===== config.mk =====
export PLATFORM = sky130hd
export DESIGN_NAME = mrp_profiler
export DESIGN_NICKNAME = d
export VERILOG_FILES = /design/src/mrp_pkg.sv /design/src/mrp_lerp.sv /design/src/mrp_profiler.sv
export VERILOG_INCLUDE_DIRS = /design/src
export SDC_FILE = /design/constraint.sdc
export NUM_CORES = 2
export LEC_CHECK = 0
export BUFFER_PORTS_ARGS = -buffer_cell sky130_fd_sc_hd__clkbuf_2
export CAP_MARGIN = 10
export CORE_MARGIN = 5
export CORE_UTILIZATION = 29
export DETAILED_ROUTE_END_ITERATION = 7
export HOLD_SLACK_MARGIN = 0.03
export PLACE_DENSITY = 0.41
export SKIP_CTS_REPAIR_TIMING = 1
export SLEW_MARGIN = 10
export SYNTH_ARGS = -nofsm -noshare
export SYNTH_HDL_FRONTEND = slang
export SYNTH_SLANG_ARGS = --single-unit

===== constraint.sdc =====
create_clock -name MCLK -period 83.2 [get_ports MCLK]
set_input_delay 16.64 -clock MCLK [delete_from_list [all_inputs] [get_ports MCLK]]
set_output_delay 16.64 -clock MCLK [all_outputs]
set_load 0.01 [all_outputs]

===== src/mrp_consts.svh =====
`ifndef MRP_CONSTS_SVH
`define MRP_CONSTS_SVH

// Register word offsets on the plain register port.
`define MRP_REG_CTRL 4'h0
`define MRP_REG_LOW_THR 4'h1
`define MRP_REG_HOLD_THR 4'h2
`define MRP_REG_HIGH_THR 4'h3
`define MRP_REG_BP_AB 4'h4
`define MRP_REG_BP_CD 4'h5
`define MRP_REG_BP_E_HYS 4'h6
`define MRP_REG_REF_AB 4'h7
`define MRP_REG_REF_CD 4'h8
`define MRP_REG_REF_E_LH 4'h9
`define MRP_REG_REF_HH_HO 4'hA
`define MRP_REG_REF_LO_FLOOR 4'hB
`define MRP_REG_FS_SPEED 4'hC
`define MRP_REG_FS_POWER 4'hD
`define MRP_REG_STATUS 4'hE
`define MRP_REG_LAST 4'hD

// Field positions inside the registers.
`define MRP_LO_BYTE 7:0
`define MRP_HI_BYTE 15:8
`define MRP_CTRL_PROF 1:0
`define MRP_CTRL_CLOSED_BIT 2
`define MRP_CTRL_CPOWER_BIT 3
`define MRP_CTRL_DIR_BIT 4

// Reset values.
`define MRP_CFG_RST 16'h0000
`define MRP_DATA_RST 16'h0000
`define MRP_REF_RST 8'h00

// Full scale of a profiler output and of the duty command.
`define MRP_SCALE_DIV 24'h0000FF

`endif


===== src/mrp_pkg.sv =====
package mrp_pkg;

	// Profile selection, in the order of its two-bit code.
	typedef enum logic [1:0] {
		MRP_PROF_BYPASS,
		MRP_PROF_LINEAR,
		MRP_PROF_STAIR,
		MRP_PROF_FWDREV
	} mrp_prof_e;

	// Forward-reverse zone state.
	typedef enum logic [1:0] {
		MRP_ZONE_FWD,
		MRP_ZONE_OFF,
		MRP_ZONE_REV
	} mrp_zone_e;

	// Kind of reference handed to the control stage.
	typedef enum logic [1:0] {
		MRP_KIND_VOLT,
		MRP_KIND_SPEED,
		MRP_KIND_POWER
	} mrp_kind_e;

	typedef logic [7:0] mrp_duty_t;
	typedef logic [2:0] mrp_step_t;

endpackage


===== src/mrp_lerp.sv =====
`timescale 1ns/1ps
module mrp_lerp (
	// Clock, reset and freeze.
	input wire logic clk,
	input wire logic rst_n,
	input wire logic ce,
	// Segment and position.
	input wire logic in_valid,
	input wire logic [7:0] x,
	input wire logic [7:0] x0,
	input wire logic [7:0] x1,
	input wire logic [7:0] y0,
	input wire logic [7:0] y1,
	// Registered result.
	output logic [7:0] y,
	output logic out_valid
);
	logic [7:0] span;
	logic signed [9:0] dx;
	logic signed [8:0] dy;
	logic signed [18:0] prod;
	logic signed [18:0] quo;
	logic signed [9:0] sum;
	logic [7:0] next_y;

	// Straight line through both end points; a zero span gives the far end.
	always_comb begin
		span = x1 - x0;
		dx = $signed({2'b00, 8'(x - x0)});
		dy = $signed({1'b0, y1}) - $signed({1'b0, y0});
		prod = dy * dx;
		quo = 19'sh00000;
		if (span != 8'h00) begin
			quo = prod / $signed({11'h000, span});
		end
		sum = $signed({2'b00, y0}) + $signed(quo[9:0]);
		next_y = (span == 8'h00) ? y1 : sum[7:0];
	end

	// Result register, one cycle after the segment is presented.
	always_ff @(posedge clk) begin
		if (!rst_n) begin
			y <= 8'h00;
			out_valid <= 1'b0;
		end else if (ce) begin
			out_valid <= in_valid;
			if (in_valid) begin
				y <= next_y;
			end
		end
	end

	// A position between the end points never gives a value outside their range.
	property p_lerp_range;
		@(posedge clk) disable iff (!rst_n)
		(ce && in_valid && x >= x0 && x <= x1) |=>
		((y >= $past(y0) && y <= $past(y1)) ||
		(y <= $past(y0) && y >= $past(y1)));
	endproperty
	a_lerp_range: assert property (p_lerp_range)
		else $error("interpolated value outside its segment");

endmodule


===== src/mrp_profiler.sv =====
// Design decisions made here: the register addresses and the address-and-strobe port.
`timescale 1ns/1ps
// How it works
// - A zero duty command always stops the motor, in every profile.
// - Profile code 01b selects the linear piecewise profile.
// - Below low cutoff the off reference applies; restart uses hysteresis.
// - Linear: hold low reference, then interpolate through breakpoints a to e.
// - Linear: interpolate from e to high hold threshold, then hold.
// - Above high cutoff the high off reference applies, with hysteresis.
// - Profile code 10b selects the staircase profile.
// - Staircase steps at low hold threshold and at breakpoints a to e.
// - Every staircase step uses the step hysteresis width.
// - Profile code 11b selects forward-reverse; duty sets direction.
// - Forward-reverse: direction flips where duty crosses breakpoint c.
// - Forward-reverse ignores the direction pin and the direction bit.
// - Forward-reverse: ramp to a, hold a to b, motor off above b.
// - Forward-reverse: reverse above d, hold d, ramp e to high hold.
// - Forward-reverse: above high cutoff the reverse reference turns off.
// - Forward-reverse transitions at b and d use step hysteresis.
// - Reference kind follows the closed loop and constant power bits.
// - Bypass speed: full duty gives full-scale speed, floor sets minimum.
// - Zero full-scale speed forces zero speed and a stopped motor.
// - Bypass power: full duty gives full-scale power, floor sets minimum.
// - Zero full-scale power forces zero power and a stopped motor.
// - Bypass voltage: duty tracks the command from floor up, zero below it.
// - Profile code 00b passes the duty command straight through.
// - A profiler output is a fraction of 255 of the full scale.
`include "mrp_consts.svh"
module mrp_profiler (
	// Clock, reset and freeze.
	input wire logic MCLK,
	input wire logic RST_N,
	input wire logic CE,
	// Register port.
	input wire logic [3:0] ADDR,
	input wire logic [15:0] WDATA,
	input wire logic WR,
	input wire logic RD,
	output logic [15:0] RDATA,
	// Duty command source.
	input wire mrp_pkg::mrp_duty_t DUTY_CMD,
	input wire logic DUTY_VALID,
	input wire logic DIR_IN,
	// Reference to the control stage.
	output mrp_pkg::mrp_duty_t REF_OUT,
	output logic [15:0] SPEED_REF,
	output logic [15:0] POWER_REF,
	output mrp_pkg::mrp_duty_t VOLT_DUTY,
	output mrp_pkg::mrp_kind_e REF_KIND,
	output logic MOTOR_STOP,
	output logic DIR_REV,
	output logic REF_VALID
);
	import mrp_pkg::*;

	logic [15:0] cfg [0:13];
	mrp_prof_e prof;
	logic closed_loop, const_power, dir_bit;
	mrp_duty_t low_cut, low_restart, lh_thr, hh_thr, high_cut, high_restart;
	mrp_duty_t bp_a, bp_b, bp_c, bp_d, bp_e, hys;
	mrp_duty_t ref_a, ref_b, ref_c, ref_d, ref_e;
	mrp_duty_t lh_ref, hh_ref, ho_ref, lo_ref, floor_frac;
	logic [15:0] fs_speed, fs_power;
	logic [6:0][7:0] knot_x, knot_y, fr_thr;
	mrp_duty_t duty_s1, duty_s2;
	logic smp_v, bypass_s2, stop_s2;
	logic low_off, high_off, next_low_off, next_high_off;
	mrp_step_t step, next_step, cnt_up, cnt_dn, lin_k;
	mrp_zone_e zone, next_zone;
	logic [2:0] zup, zdn;
	mrp_duty_t sx0, sx1, sy0, sy1;
	logic next_stop, next_dir;
	mrp_duty_t lerp_y;
	logic lerp_v;
	mrp_kind_e kind;
	mrp_duty_t eff;
	logic [23:0] spd_prod, pwr_prod, spd_scaled, pwr_scaled;

	// Counts the first n thresholds reached by duty plus a margin.
	function automatic mrp_step_t count_past(input mrp_duty_t d,
			input logic [6:0][7:0] thr, input logic [2:0] n,
			input mrp_duty_t margin);
		mrp_step_t cnt;
		cnt = 3'd0;
		for (int i = 0; i < 7; i++) begin
			if (3'(i) < n &&
					({1'b0, d} + {1'b0, margin}) >= {1'b0, thr[i]}) begin
				cnt = cnt + 3'd1;
			end
		end
		return cnt;
	endfunction

	// Configuration fields.
	assign prof = mrp_prof_e'(cfg[`MRP_REG_CTRL][`MRP_CTRL_PROF]);
	assign closed_loop = cfg[`MRP_REG_CTRL][`MRP_CTRL_CLOSED_BIT];
	assign const_power = cfg[`MRP_REG_CTRL][`MRP_CTRL_CPOWER_BIT];
	assign dir_bit = cfg[`MRP_REG_CTRL][`MRP_CTRL_DIR_BIT];
	assign low_cut = cfg[`MRP_REG_LOW_THR][`MRP_LO_BYTE];
	assign low_restart = cfg[`MRP_REG_LOW_THR][`MRP_HI_BYTE];
	assign lh_thr = cfg[`MRP_REG_HOLD_THR][`MRP_LO_BYTE];
	assign hh_thr = cfg[`MRP_REG_HOLD_THR][`MRP_HI_BYTE];
	assign high_cut = cfg[`MRP_REG_HIGH_THR][`MRP_LO_BYTE];
	assign high_restart = cfg[`MRP_REG_HIGH_THR][`MRP_HI_BYTE];
	assign bp_a = cfg[`MRP_REG_BP_AB][`MRP_LO_BYTE];
	assign bp_b = cfg[`MRP_REG_BP_AB][`MRP_HI_BYTE];
	assign bp_c = cfg[`MRP_REG_BP_CD][`MRP_LO_BYTE];
	assign bp_d = cfg[`MRP_REG_BP_CD][`MRP_HI_BYTE];
	assign bp_e = cfg[`MRP_REG_BP_E_HYS][`MRP_LO_BYTE];
	assign hys = cfg[`MRP_REG_BP_E_HYS][`MRP_HI_BYTE];
	assign ref_a = cfg[`MRP_REG_REF_AB][`MRP_LO_BYTE];
	assign ref_b = cfg[`MRP_REG_REF_AB][`MRP_HI_BYTE];
	assign ref_c = cfg[`MRP_REG_REF_CD][`MRP_LO_BYTE];
	assign ref_d = cfg[`MRP_REG_REF_CD][`MRP_HI_BYTE];
	assign ref_e = cfg[`MRP_REG_REF_E_LH][`MRP_LO_BYTE];
	assign lh_ref = cfg[`MRP_REG_REF_E_LH][`MRP_HI_BYTE];
	assign hh_ref = cfg[`MRP_REG_REF_HH_HO][`MRP_LO_BYTE];
	assign ho_ref = cfg[`MRP_REG_REF_HH_HO][`MRP_HI_BYTE];
	assign lo_ref = cfg[`MRP_REG_REF_LO_FLOOR][`MRP_LO_BYTE];
	assign floor_frac = cfg[`MRP_REG_REF_LO_FLOOR][`MRP_HI_BYTE];
	assign fs_speed = cfg[`MRP_REG_FS_SPEED];
	assign fs_power = cfg[`MRP_REG_FS_POWER];

	// Knots of the profile curve; the order relies on ascending programming.
	assign knot_x = {hh_thr, bp_e, bp_d, bp_c, bp_b, bp_a, lh_thr};
	assign knot_y = {hh_ref, ref_e, ref_d, ref_c, ref_b, ref_a, lh_ref};
	assign fr_thr = {40'h0000000000, bp_d, bp_b};

	// Configuration writes; the status word is read only.
	always_ff @(posedge MCLK) begin
		if (!RST_N) begin
			for (int i = 0; i < 14; i++) begin
				cfg[i] <= `MRP_CFG_RST;
			end
		end else if (CE && WR && ADDR <= `MRP_REG_LAST) begin
			cfg[ADDR] <= WDATA;
		end
	end

	// Read data stands in the cycle after the read strobe only.
	always_ff @(posedge MCLK) begin
		if (!RST_N) begin
			RDATA <= `MRP_DATA_RST;
		end else if (CE) begin
			RDATA <= `MRP_DATA_RST;
			if (RD && ADDR <= `MRP_REG_LAST) begin
				RDATA <= cfg[ADDR];
			end else if (RD && ADDR == `MRP_REG_STATUS) begin
				RDATA <= {REF_OUT, DIR_REV, high_off, low_off, zone, step};
			end
		end
	end

	// Duty command sample.
	always_ff @(posedge MCLK) begin
		if (!RST_N) begin
			duty_s1 <= `MRP_REF_RST;
			smp_v <= 1'b0;
		end else if (CE) begin
			smp_v <= DUTY_VALID;
			if (DUTY_VALID) begin
				duty_s1 <= DUTY_CMD;
			end
		end
	end

	// Band counts for the staircase and forward-reverse state and the linear segment.
	always_comb begin
		cnt_up = count_past(duty_s1, knot_x, 3'd6, 8'h00);
		cnt_dn = count_past(duty_s1, knot_x, 3'd6, hys);
		zup = count_past(duty_s1, fr_thr, 3'd2, 8'h00);
		zdn = count_past(duty_s1, fr_thr, 3'd2, hys);
		lin_k = count_past(duty_s1, knot_x, 3'd7, 8'h00);
	end

	// Hysteresis state and segment choice for the current sample.
	always_comb begin
		next_low_off = low_off;
		next_high_off = high_off;
		next_step = step;
		next_zone = zone;
		sx0 = 8'h00;
		sx1 = 8'h00;
		sy0 = duty_s1;
		sy1 = duty_s1;
		next_stop = (duty_s1 == 8'h00);
		next_dir = DIR_IN ^ dir_bit;
		if (low_off) begin
			if (duty_s1 >= low_restart) next_low_off = 1'b0;
		end else if (duty_s1 < low_cut) begin
			next_low_off = 1'b1;
		end
		if (high_off) begin
			if (duty_s1 < high_restart) next_high_off = 1'b0;
		end else if (duty_s1 > high_cut) begin
			next_high_off = 1'b1;
		end
		// Move only when the duty leaves the band on the far side.
		if (cnt_up > step) begin
			next_step = cnt_up;
		end else if (cnt_dn < step) begin
			next_step = cnt_dn;
		end
		if (zup > 3'(zone)) begin
			next_zone = mrp_zone_e'(zup[1:0]);
		end else if (zdn < 3'(zone)) begin
			next_zone = mrp_zone_e'(zdn[1:0]);
		end
		unique case (prof)
			MRP_PROF_BYPASS: begin
				sy0 = duty_s1;
			end
			MRP_PROF_LINEAR: begin
				// Hold below the first knot and above the last.
				if (lin_k == 3'd0) begin
					sy0 = lh_ref;
					sy1 = lh_ref;
				end else if (lin_k == 3'd7) begin
					sy0 = hh_ref;
					sy1 = hh_ref;
				end else begin
					sx0 = knot_x[lin_k - 3'd1];
					sx1 = knot_x[lin_k];
					sy0 = knot_y[lin_k - 3'd1];
					sy1 = knot_y[lin_k];
				end
			end
			MRP_PROF_STAIR: begin
				sy0 = knot_y[next_step];
				sy1 = knot_y[next_step];
			end
			MRP_PROF_FWDREV: begin
				next_dir = (next_zone == MRP_ZONE_REV) ||
					(next_zone == MRP_ZONE_OFF && duty_s1 >= bp_c);
				unique case (next_zone)
					MRP_ZONE_FWD: begin
						if (duty_s1 < lh_thr) begin
							sy0 = lh_ref;
							sy1 = lh_ref;
						end else if (duty_s1 < bp_a) begin
							sx0 = lh_thr;
							sx1 = bp_a;
							sy0 = lh_ref;
							sy1 = ref_a;
						end else begin
							sy0 = ref_a;
							sy1 = ref_a;
						end
					end
					MRP_ZONE_OFF: begin
						sy0 = 8'h00;
						sy1 = 8'h00;
						next_stop = 1'b1;
					end
					MRP_ZONE_REV: begin
						if (duty_s1 < bp_e) begin
							sy0 = ref_d;
							sy1 = ref_d;
						end else if (duty_s1 < hh_thr) begin
							sx0 = bp_e;
							sx1 = hh_thr;
							sy0 = ref_d;
							sy1 = hh_ref;
						end else begin
							sy0 = hh_ref;
							sy1 = hh_ref;
						end
					end
					default: begin
						// The fourth zone code never occurs; stop if it does.
						next_stop = 1'b1;
					end
				endcase
			end
		endcase
		// Cutoff regions override every profile except bypass.
		if (prof != MRP_PROF_BYPASS && next_low_off) begin
			sx0 = 8'h00;
			sx1 = 8'h00;
			sy0 = lo_ref;
			sy1 = lo_ref;
		end else if (prof != MRP_PROF_BYPASS && next_high_off) begin
			sx0 = 8'h00;
			sx1 = 8'h00;
			sy0 = ho_ref;
			sy1 = ho_ref;
		end
	end

	// Hysteresis state advances once per sample.
	always_ff @(posedge MCLK) begin
		if (!RST_N) begin
			low_off <= 1'b1;
			high_off <= 1'b0;
			step <= 3'd0;
			zone <= MRP_ZONE_FWD;
		end else if (CE && smp_v) begin
			low_off <= next_low_off;
			high_off <= next_high_off;
			step <= next_step;
			zone <= next_zone;
		end
	end

	// Side information travelling beside the interpolator.
	always_ff @(posedge MCLK) begin
		if (!RST_N) begin
			duty_s2 <= `MRP_REF_RST;
			bypass_s2 <= 1'b1;
			stop_s2 <= 1'b1;
		end else if (CE && smp_v) begin
			duty_s2 <= duty_s1;
			bypass_s2 <= (prof == MRP_PROF_BYPASS);
			stop_s2 <= next_stop;
		end
	end

	// Interpolation stage.
	mrp_lerp u_lerp (
		.clk(MCLK),
		.rst_n(RST_N),
		.ce(CE),
		.in_valid(smp_v),
		.x(duty_s1),
		.x0(sx0),
		.x1(sx1),
		.y0(sy0),
		.y1(sy1),
		.y(lerp_y),
		.out_valid(lerp_v)
	);

	// Direction is registered with the sample so it leaves with the reference.
	logic dir_s2;
	always_ff @(posedge MCLK) begin
		if (!RST_N) begin
			dir_s2 <= 1'b0;
		end else if (CE && smp_v) begin
			dir_s2 <= next_dir;
		end
	end

	// Kind selection and scaling to the full-scale values.
	always_comb begin
		kind = MRP_KIND_VOLT;
		if (closed_loop) begin
			kind = const_power ? MRP_KIND_POWER : MRP_KIND_SPEED;
		end
		eff = lerp_y;
		if (bypass_s2 && duty_s2 < floor_frac) begin
			eff = floor_frac;
		end
		spd_prod = eff * fs_speed;
		pwr_prod = eff * fs_power;
		spd_scaled = spd_prod / `MRP_SCALE_DIV;
		pwr_scaled = pwr_prod / `MRP_SCALE_DIV;
	end

	// Output registers.
	always_ff @(posedge MCLK) begin
		if (!RST_N) begin
			REF_OUT <= `MRP_REF_RST;
			SPEED_REF <= `MRP_DATA_RST;
			POWER_REF <= `MRP_DATA_RST;
			VOLT_DUTY <= `MRP_REF_RST;
			REF_KIND <= MRP_KIND_VOLT;
			MOTOR_STOP <= 1'b1;
			DIR_REV <= 1'b0;
			REF_VALID <= 1'b0;
		end else if (CE) begin
			REF_VALID <= lerp_v;
			if (lerp_v) begin
				REF_OUT <= lerp_y;
				REF_KIND <= kind;
				DIR_REV <= dir_s2;
				SPEED_REF <= (kind == MRP_KIND_SPEED) ?
					spd_scaled[15:0] : 16'h0000;
				POWER_REF <= (kind == MRP_KIND_POWER) ?
					pwr_scaled[15:0] : 16'h0000;
				VOLT_DUTY <= (kind != MRP_KIND_VOLT ||
					(bypass_s2 && duty_s2 < floor_frac)) ?
					8'h00 : lerp_y;
				MOTOR_STOP <= stop_s2 ||
					(kind == MRP_KIND_SPEED && fs_speed == 16'h0000) ||
					(kind == MRP_KIND_POWER && fs_power == 16'h0000);
			end
		end
	end

	property p_zero_stop;
		@(posedge MCLK) disable iff (!RST_N)
		(DUTY_VALID && CE && DUTY_CMD == 8'h00) ##1 CE ##1 CE |=>
		MOTOR_STOP && REF_VALID;
	endproperty
	a_zero_stop: assert property (p_zero_stop)
		else $error("zero duty command did not stop the motor");

	property p_latency;
		@(posedge MCLK) disable iff (!RST_N)
		(DUTY_VALID && CE) ##1 CE ##1 CE |=> REF_VALID;
	endproperty
	a_latency: assert property (p_latency)
		else $error("reference not produced two cycles after a sample");

	property p_speed_zero;
		@(posedge MCLK) disable iff (!RST_N)
		(REF_VALID && REF_KIND == MRP_KIND_SPEED &&
		$past(fs_speed) == 16'h0000) |->
		(SPEED_REF == 16'h0000 && MOTOR_STOP);
	endproperty
	a_speed_zero: assert property (p_speed_zero)
		else $error("zero full-scale speed did not force a stop");

	property p_power_zero;
		@(posedge MCLK) disable iff (!RST_N)
		(REF_VALID && REF_KIND == MRP_KIND_POWER &&
		$past(fs_power) == 16'h0000) |->
		(POWER_REF == 16'h0000 && MOTOR_STOP);
	endproperty
	a_power_zero: assert property (p_power_zero)
		else $error("zero full-scale power did not force a stop");

	property p_volt_floor;
		@(posedge MCLK) disable iff (!RST_N)
		(CE && lerp_v && kind == MRP_KIND_VOLT && bypass_s2 &&
		duty_s2 < floor_frac) |=> (VOLT_DUTY == 8'h00);
	endproperty
	a_volt_floor: assert property (p_volt_floor)
		else $error("applied duty not zero below the floor");

	property p_bypass;
		@(posedge MCLK) disable iff (!RST_N)
		(DUTY_VALID && CE && prof == MRP_PROF_BYPASS) ##1
		(CE && prof == MRP_PROF_BYPASS) ##1 CE |=>
		REF_OUT == $past(DUTY_CMD, 3);
	endproperty
	a_bypass: assert property (p_bypass)
		else $error("bypass reference differs from the duty command");

	property p_fwd_dir;
		@(posedge MCLK) disable iff (!RST_N)
		(CE && smp_v && prof == MRP_PROF_FWDREV &&
		next_zone == MRP_ZONE_FWD) ##1 CE |=> !DIR_REV;
	endproperty
	a_fwd_dir: assert property (p_fwd_dir)
		else $error("forward zone reported reverse direction");

	property p_low_off;
		@(posedge MCLK) disable iff (!RST_N)
		(CE && smp_v && prof != MRP_PROF_BYPASS && duty_s1 < low_cut &&
		$stable(lo_ref)) ##1 (CE && $stable(lo_ref)) |=>
		REF_OUT == $past(lo_ref);
	endproperty
	a_low_off: assert property (p_low_off)
		else $error("low off reference not applied below cutoff");

	property p_step_hold;
		@(posedge MCLK) disable iff (!RST_N)
		(CE && smp_v && prof == MRP_PROF_STAIR && cnt_up <= step &&
		cnt_dn >= step) |=> $stable(step);
	endproperty
	a_step_hold: assert property (p_step_hold)
		else $error("staircase step moved inside its band");

endmodule


; Yosys cells after proc, flatten, opt, wreduce, memory -nomap -nowiden
; Memory sizes are Yosys's and may differ from the RTL's.
; Cells that the tools add are included.
[word_totals]
ramBits = 224
input_bits = 35
output_inout_bits = 69
n_memories = 1
register_bits = 105
elab_cells = 213
[op_classes]
div = 3
magnitude_cmp = 31
n_eq_ne = 9
n_bitwise = 1
mux = 95
addsub = 19
mul = 3
reduce_logical = 30
[memory_table]
columns = memory, depth, width, read_ports, rd_ports_with_merged_regs, wr, line_no
row1 = cfg, 14, 16, 15, 0, 14, mrp_profiler.sv:56  ; logic [15:0] cfg [0:13];
[ops]
columns = cell, count
row1 = 8-bit two-way mux, 39
row2 = 8-bit binary-select mux with 3-bit select, 5
row3 = 16-bit two-way mux, 5
row4 = 8-bit greater-or-equal comparator, 9
row5 = 8-bit case mux with 3 select lines, 3
row6 = 8-bit case mux with 2 select lines, 4
row7 = 8-bit less-than comparator, 7
row8 = 9-bit by 8-bit greater-or-equal comparator with 1-bit output, 6
row9 = 24-bit by 8-bit divider with 24-bit output (second input constant), 2
row10 = 8-bit by 16-bit multiplier with 24-bit output, 2
row11 = 3-bit two-way mux, 15
row12 = 3-bit by 1-bit adder with 3-bit output (second input constant), 13
row13 = 16-bit logical NOT, 2
row14 = 8-bit case mux with 4 select lines, 1
row15 = 19-bit by 9-bit divider with 19-bit output, 1
row16 = 9-bit by 9-bit multiplier with 18-bit output, 1
row17 = 1-bit two-way mux, 18
row18 = 8-bit logical NOT, 2
row19 = 16-bit OR reduction, 1
row20 = 8-bit subtractor, 2
row21 = 3-bit by 4-bit less-than comparator with 1-bit output (second input constant), 3
row22 = 1-bit logical AND, 11
row23 = 8-bit by 8-bit adder with 9-bit output, 1
row24 = 8-bit by 8-bit subtractor with 9-bit output, 1
row25 = 22 further kinds, 37

; Depth between registers and ports, before layout
; An unclocked memory read counts as a cell.
[logic_depth]
ltp_word = 29
depth_mapped = 317
depth_no_buf = 306

; By module
; From an unflattened synthesis, not the netlist that was laid out.
[unflattened]
hier_cells = 6472
hier_area_um2 = 54509.8
[by_module_without_submodules]
columns = mod, cells_each, seq_area_each_um2, area_each_um2, instances
row1 = mrp_profiler, 4672, 9609.2, 41244.6, 1
row2 = mrp_lerp, 1800, 180.2, 13265.2, 1

; Least setup slack after synthesis
; No wires, ideal clock.
[synth_path]
kind = reg-to-reg
from = reg duty_s1[1]
to = reg u_lerp.y[7]
arrival_time_ns = 57.401
required_ns = 83.105
path_buffers = 10
stages_incl_launch_ff = 300
period_less_slack_ns = 57.496
path_slack_ns = 25.704
setup_ns = 0.095
cell_sequence = dfxtp_1 -> inv_1 -> fa_1 -> inv_1 -> a21oi_1 -> o21ai_0 -> a21oi_1 -> o21bai_1 -> xor2_1 -> ha_1 -> o21ai_0 -> nand2b_1 -> a211o_1 -> inv_1 -> ha_1 -> xor2_1 -> ha_1 -> mux2_2 -> (+264 left out) -> or3_1 -> nor2_1 -> nand3_1 -> a21oi_1 -> ha_1 -> nor2_1 -> a211oi_1 -> ha_1 -> a21o_1 -> a21o_1 -> a21o_1 -> a21oi_1 -> o21bai_1 -> a21oi_1 -> xor2_1 -> xnor2_1 -> xnor2_1 -> o311ai_1
[synth_via]
elab_chain_cells = 28
word_cells_on_any_way = 132
classes_between = add/sub: 19 / mul: 1 / div: 1 / order compare: 25 / eq/ne: 3 / mux: 77 / reduce/logical: 6
[synth_rtl]
columns = item, line_no
row1 = from (decl), mrp_profiler.sv:65  ; mrp_duty_t duty_s1, duty_s2;
row2 = from (signal assigned), mrp_profiler.sv:157  ; duty_s1 <= `MRP_REF_RST;
row3 = branches (longest 27 deep; another with 8-bit by 8-bit adder with 9-bit output), -
row4 = 8-bit two-way mux *, mrp_lerp.sv:37  ; next_y = (span == 8'h00) ? y1 : sum[7:0];
row5 = to (signal assigned), mrp_lerp.sv:48  ; y <= next_y;
row6 = to (decl), mrp_lerp.sv:15  ; output logic [7:0] y,
; Mark *: on every way between the ends. The select of a mux whose other input is x is not followed.
; A chain may end at the register's enable or synchronous reset.

; Final worst setup path
[layout_path]
from = reg duty_s1[0]
to = reg u_lerp.y[7]
; The elaborated chain is that of the path after synthesis.

==> summary.txt <==
Clock tree
  • CTS tree: done
  • H-Tree Depth: 2
  • Worst skew pair latency: 660 ps
  • Clock-pin slew on the worst setup and hold paths: 60 ps
  • Maximum root-to-sink buffer count: 3
  • CTS Buf Count: 47
  • Num Clock Sinks: 361
  • Root Driver: clkbuf_16

Finish
  • Fillers: 19,000
  • Synth-to-Final Area Change: 9.08%
  • Commonest non-fill, non-tap cell in the layout: nand2_1
  • Final Non-Filler Cells: 8,559
  • Commonest cells after routing, fill and taps aside: 634 x nand2_1, 458 x inv_1, 458 x ha_1
  • Layout cell share with drive strength beyond 1: 0.0942
  • Final net count: 6,889
  • Finished Core Util: 0.319

STA
  • Final hold vios: 0
  • Final TNS setup: 0 ps
  • Min Tclk post-route: 64,450 ps
  • Actual slew at the worst max-slew pin: 1220 ps
  • RSZ-0062 raised after global routing: false
  • Worst hold slack: 452 ps
  • Worst Skew: 41.6 ps
  • Setup Viol. Count Final: 0
  • Crit share post-route: 0.775
  • Slew HR: 0.180
  • FMAX: 0.0155 GHz
  • Slew Limit Fails: 0

Global routing
  • Antenna violations before repair: 11
  • Global Route Usage Sum: 0.213
  • Vias in the first global route: 46,500
  • First-pass GRT wire length: 308,000 um
  • Largest net degree at the start of global routing: 57
  • Total congestion overflow: 0

Synthesis
  • Cell variety after synth: 125
  • Synth async-reset ratio: 0
  • Ys flop type: edfxtp_1
  • Mapped Avg Cell Area: 8.45 um^2
  • Synth area leader: edfxtp_1
  • Register area share after synthesis: 0.187
  • Number of synthesized flops with an enable pin: 256
  • Yosys reg bits: 361
  • Yosys top cell area share: 0.147
  • Synth Instances: 6,188
  • Yosys synthesis warning count: 0
  • Ranking of synthesized cells by area: edfxtp_1 15%, ha_1 11%, fa_1 8.9%, mux4_2 5.1%, and2_1 4.8%
  • Synth Cell Area: 0.0523 mm^2

Drt
  • WL/cell: 24.2 um
  • Routed Antenna Nets: 0
  • Drc violations: 0
  • Via density: 5.57
  • Initial DRT Pass Iterations: 5
  • WL final: 207,000 um
  • Via count: 47,700
  • DRT iter0 DRCs: 3,427

Floorplan
  • Num rows: 155
  • Io pins: 104
  • Initial Util: 0.292
  • Core area: 0.179 mm^2
  • Die area: 0.189 mm^2
  • Die Width: 435 um
  • Die height: 435 um

Worst setup path
  • Crit Path Max Fanout: 30
  • Startpoint Class: flop
  • CP Capture Type: flop
  • Critical Path Start: duty_s1[0]$_SDFFE_PN0P_
  • FF-to-FF Start: duty_s1[0]$_SDFFE_PN0P_
  • Slowest stage delay, CP: 820 ps
  • CP max-delay cell: nor3_2
  • CP Class: flop to flop
  • CP dominant cell by count: o21a_1
  • Crit path DAT: 64,970 ps
  • Worst EP required: 83,730 ps

Flow run
  • Max Cap Viol: 0

Placement
  • Port buffer count: 103
  • Placed cell count: 8,469
  • GPL Wtd Cong: 0.908
  • Post-DP HPWL: 160,000 um

Hold path
  • Worst min path class: flop to flop
  • Worst hold start: POWER_REF[1]$_SDFFE_PN0P_

Outcome
  • Status: completed
==> worst max-delay path: cells and delay by family (launching register included) <==
family,cells,cell delay [ps]
fa+ha+maj,32,10410
flops,1,800
compound gates,158,30760
buf+inv,18,2650
simple gates,71,16180
mux,6,1890
xor+xnor,6,1360
==> cells by family (layout without fill, tap and decap cells) <==
logic type,count (synthesis),in the layout,share of synthesized area
DFF,361,361,0.187
AOI/OAI and AO/OA,1660,1660,0.221
and+or+nand+nor,2227,2227,0.218
buffers and inverters,747,727,0.0543
adders and majority gates,698,698,0.200
muxes,262,262,0.0799
other,1,37,0.0000717
xor gates and xnor gates,232,232,0.0398
==> metal layers <==
layer	GRT usage	share of wire	vias up	routed length (um)
met5	0	0.00020	-	41
met3	0.0284	0.049	325	10200
met4	0.0792	0.043	6	8910
met2	0.376	0.49	1312	101000
li1	-	-	22500	-
met1	0.266	0.42	23600	86700
==> state kept, by name, summed over array words and instances, names as in the netlist, 2 cells and up <==
register and cells:
RDATA 16, duty_s2 8, duty_s1 8, zone 2, REF_KIND 2, REF_OUT 8, SPEED_REF 16, cfg 256
VOLT_DUTY 8, step 3, POWER_REF 16, u_lerp.y 8
==> cell type report <==
type | instances | area (um^2) | area share
diodes | 4 | 10.0 | 0.000176
clock buffers | 63 | 1350 | 0.0237
inverters | 460 | 1730 | 0.0303
flip-flops and latches | 361 | 9790 | 0.172
multi-input cells | 5112 | 39900 | 0.699
clock inverters | 23 | 211 | 0.00371
well taps | 2355 | 2950 | 0.0517
repair buffers | 181 | 1110 | 0.0194
==> synthesized netlist by cell type (105+ instances only) <==
| master | number |
|---|---|
| nand2_1 | 635 |
| ha_1 | 458 |
| inv_1 | 458 |
| and2_1 | 397 |
| a21oi_1 | 354 |
| nor2_1 | 347 |
| o21ai_0 | 274 |
| edfxtp_1 | 256 |
| fa_1 | 233 |
| clkbuf_1 | 230 |
| nor3_1 | 163 |
| xnor2_1 | 146 |
| a21o_1 | 137 |
| nand3_1 | 129 |
| mux4_2 | 119 |
| o21a_1 | 118 |
| dfxtp_1 | 105 |
| nand2b_1 | 105 |
==> through the flow <==
step | area [um^2] | worst slack (ps)
finish | 57000 | 18750
global route | 57000 | 13210
CTS | 57000 | 18950
detailed placement | 55500 | 19170
global placement | 55500 | 20510
floorplan | 52400 | 25700
==> worst paths after layout <==
kind / endpoint / slack, ps / depth (start not counted)
max: u_lerp.y[7]$_SDFFE_PN0P_ / 18750 / 291
min: POWER_REF[1]$_SDFFE_PN0P_ / 450 / 2
max reg2reg: u_lerp.y[7]$_SDFFE_PN0P_ / 18750 / 291
min reg2reg: POWER_REF[1]$_SDFFE_PN0P_ / 450 / 2
Power is left out: the tool's default activity adds up to more than one toggle a clock period on the data nets, which glitch-free logic cannot reach.
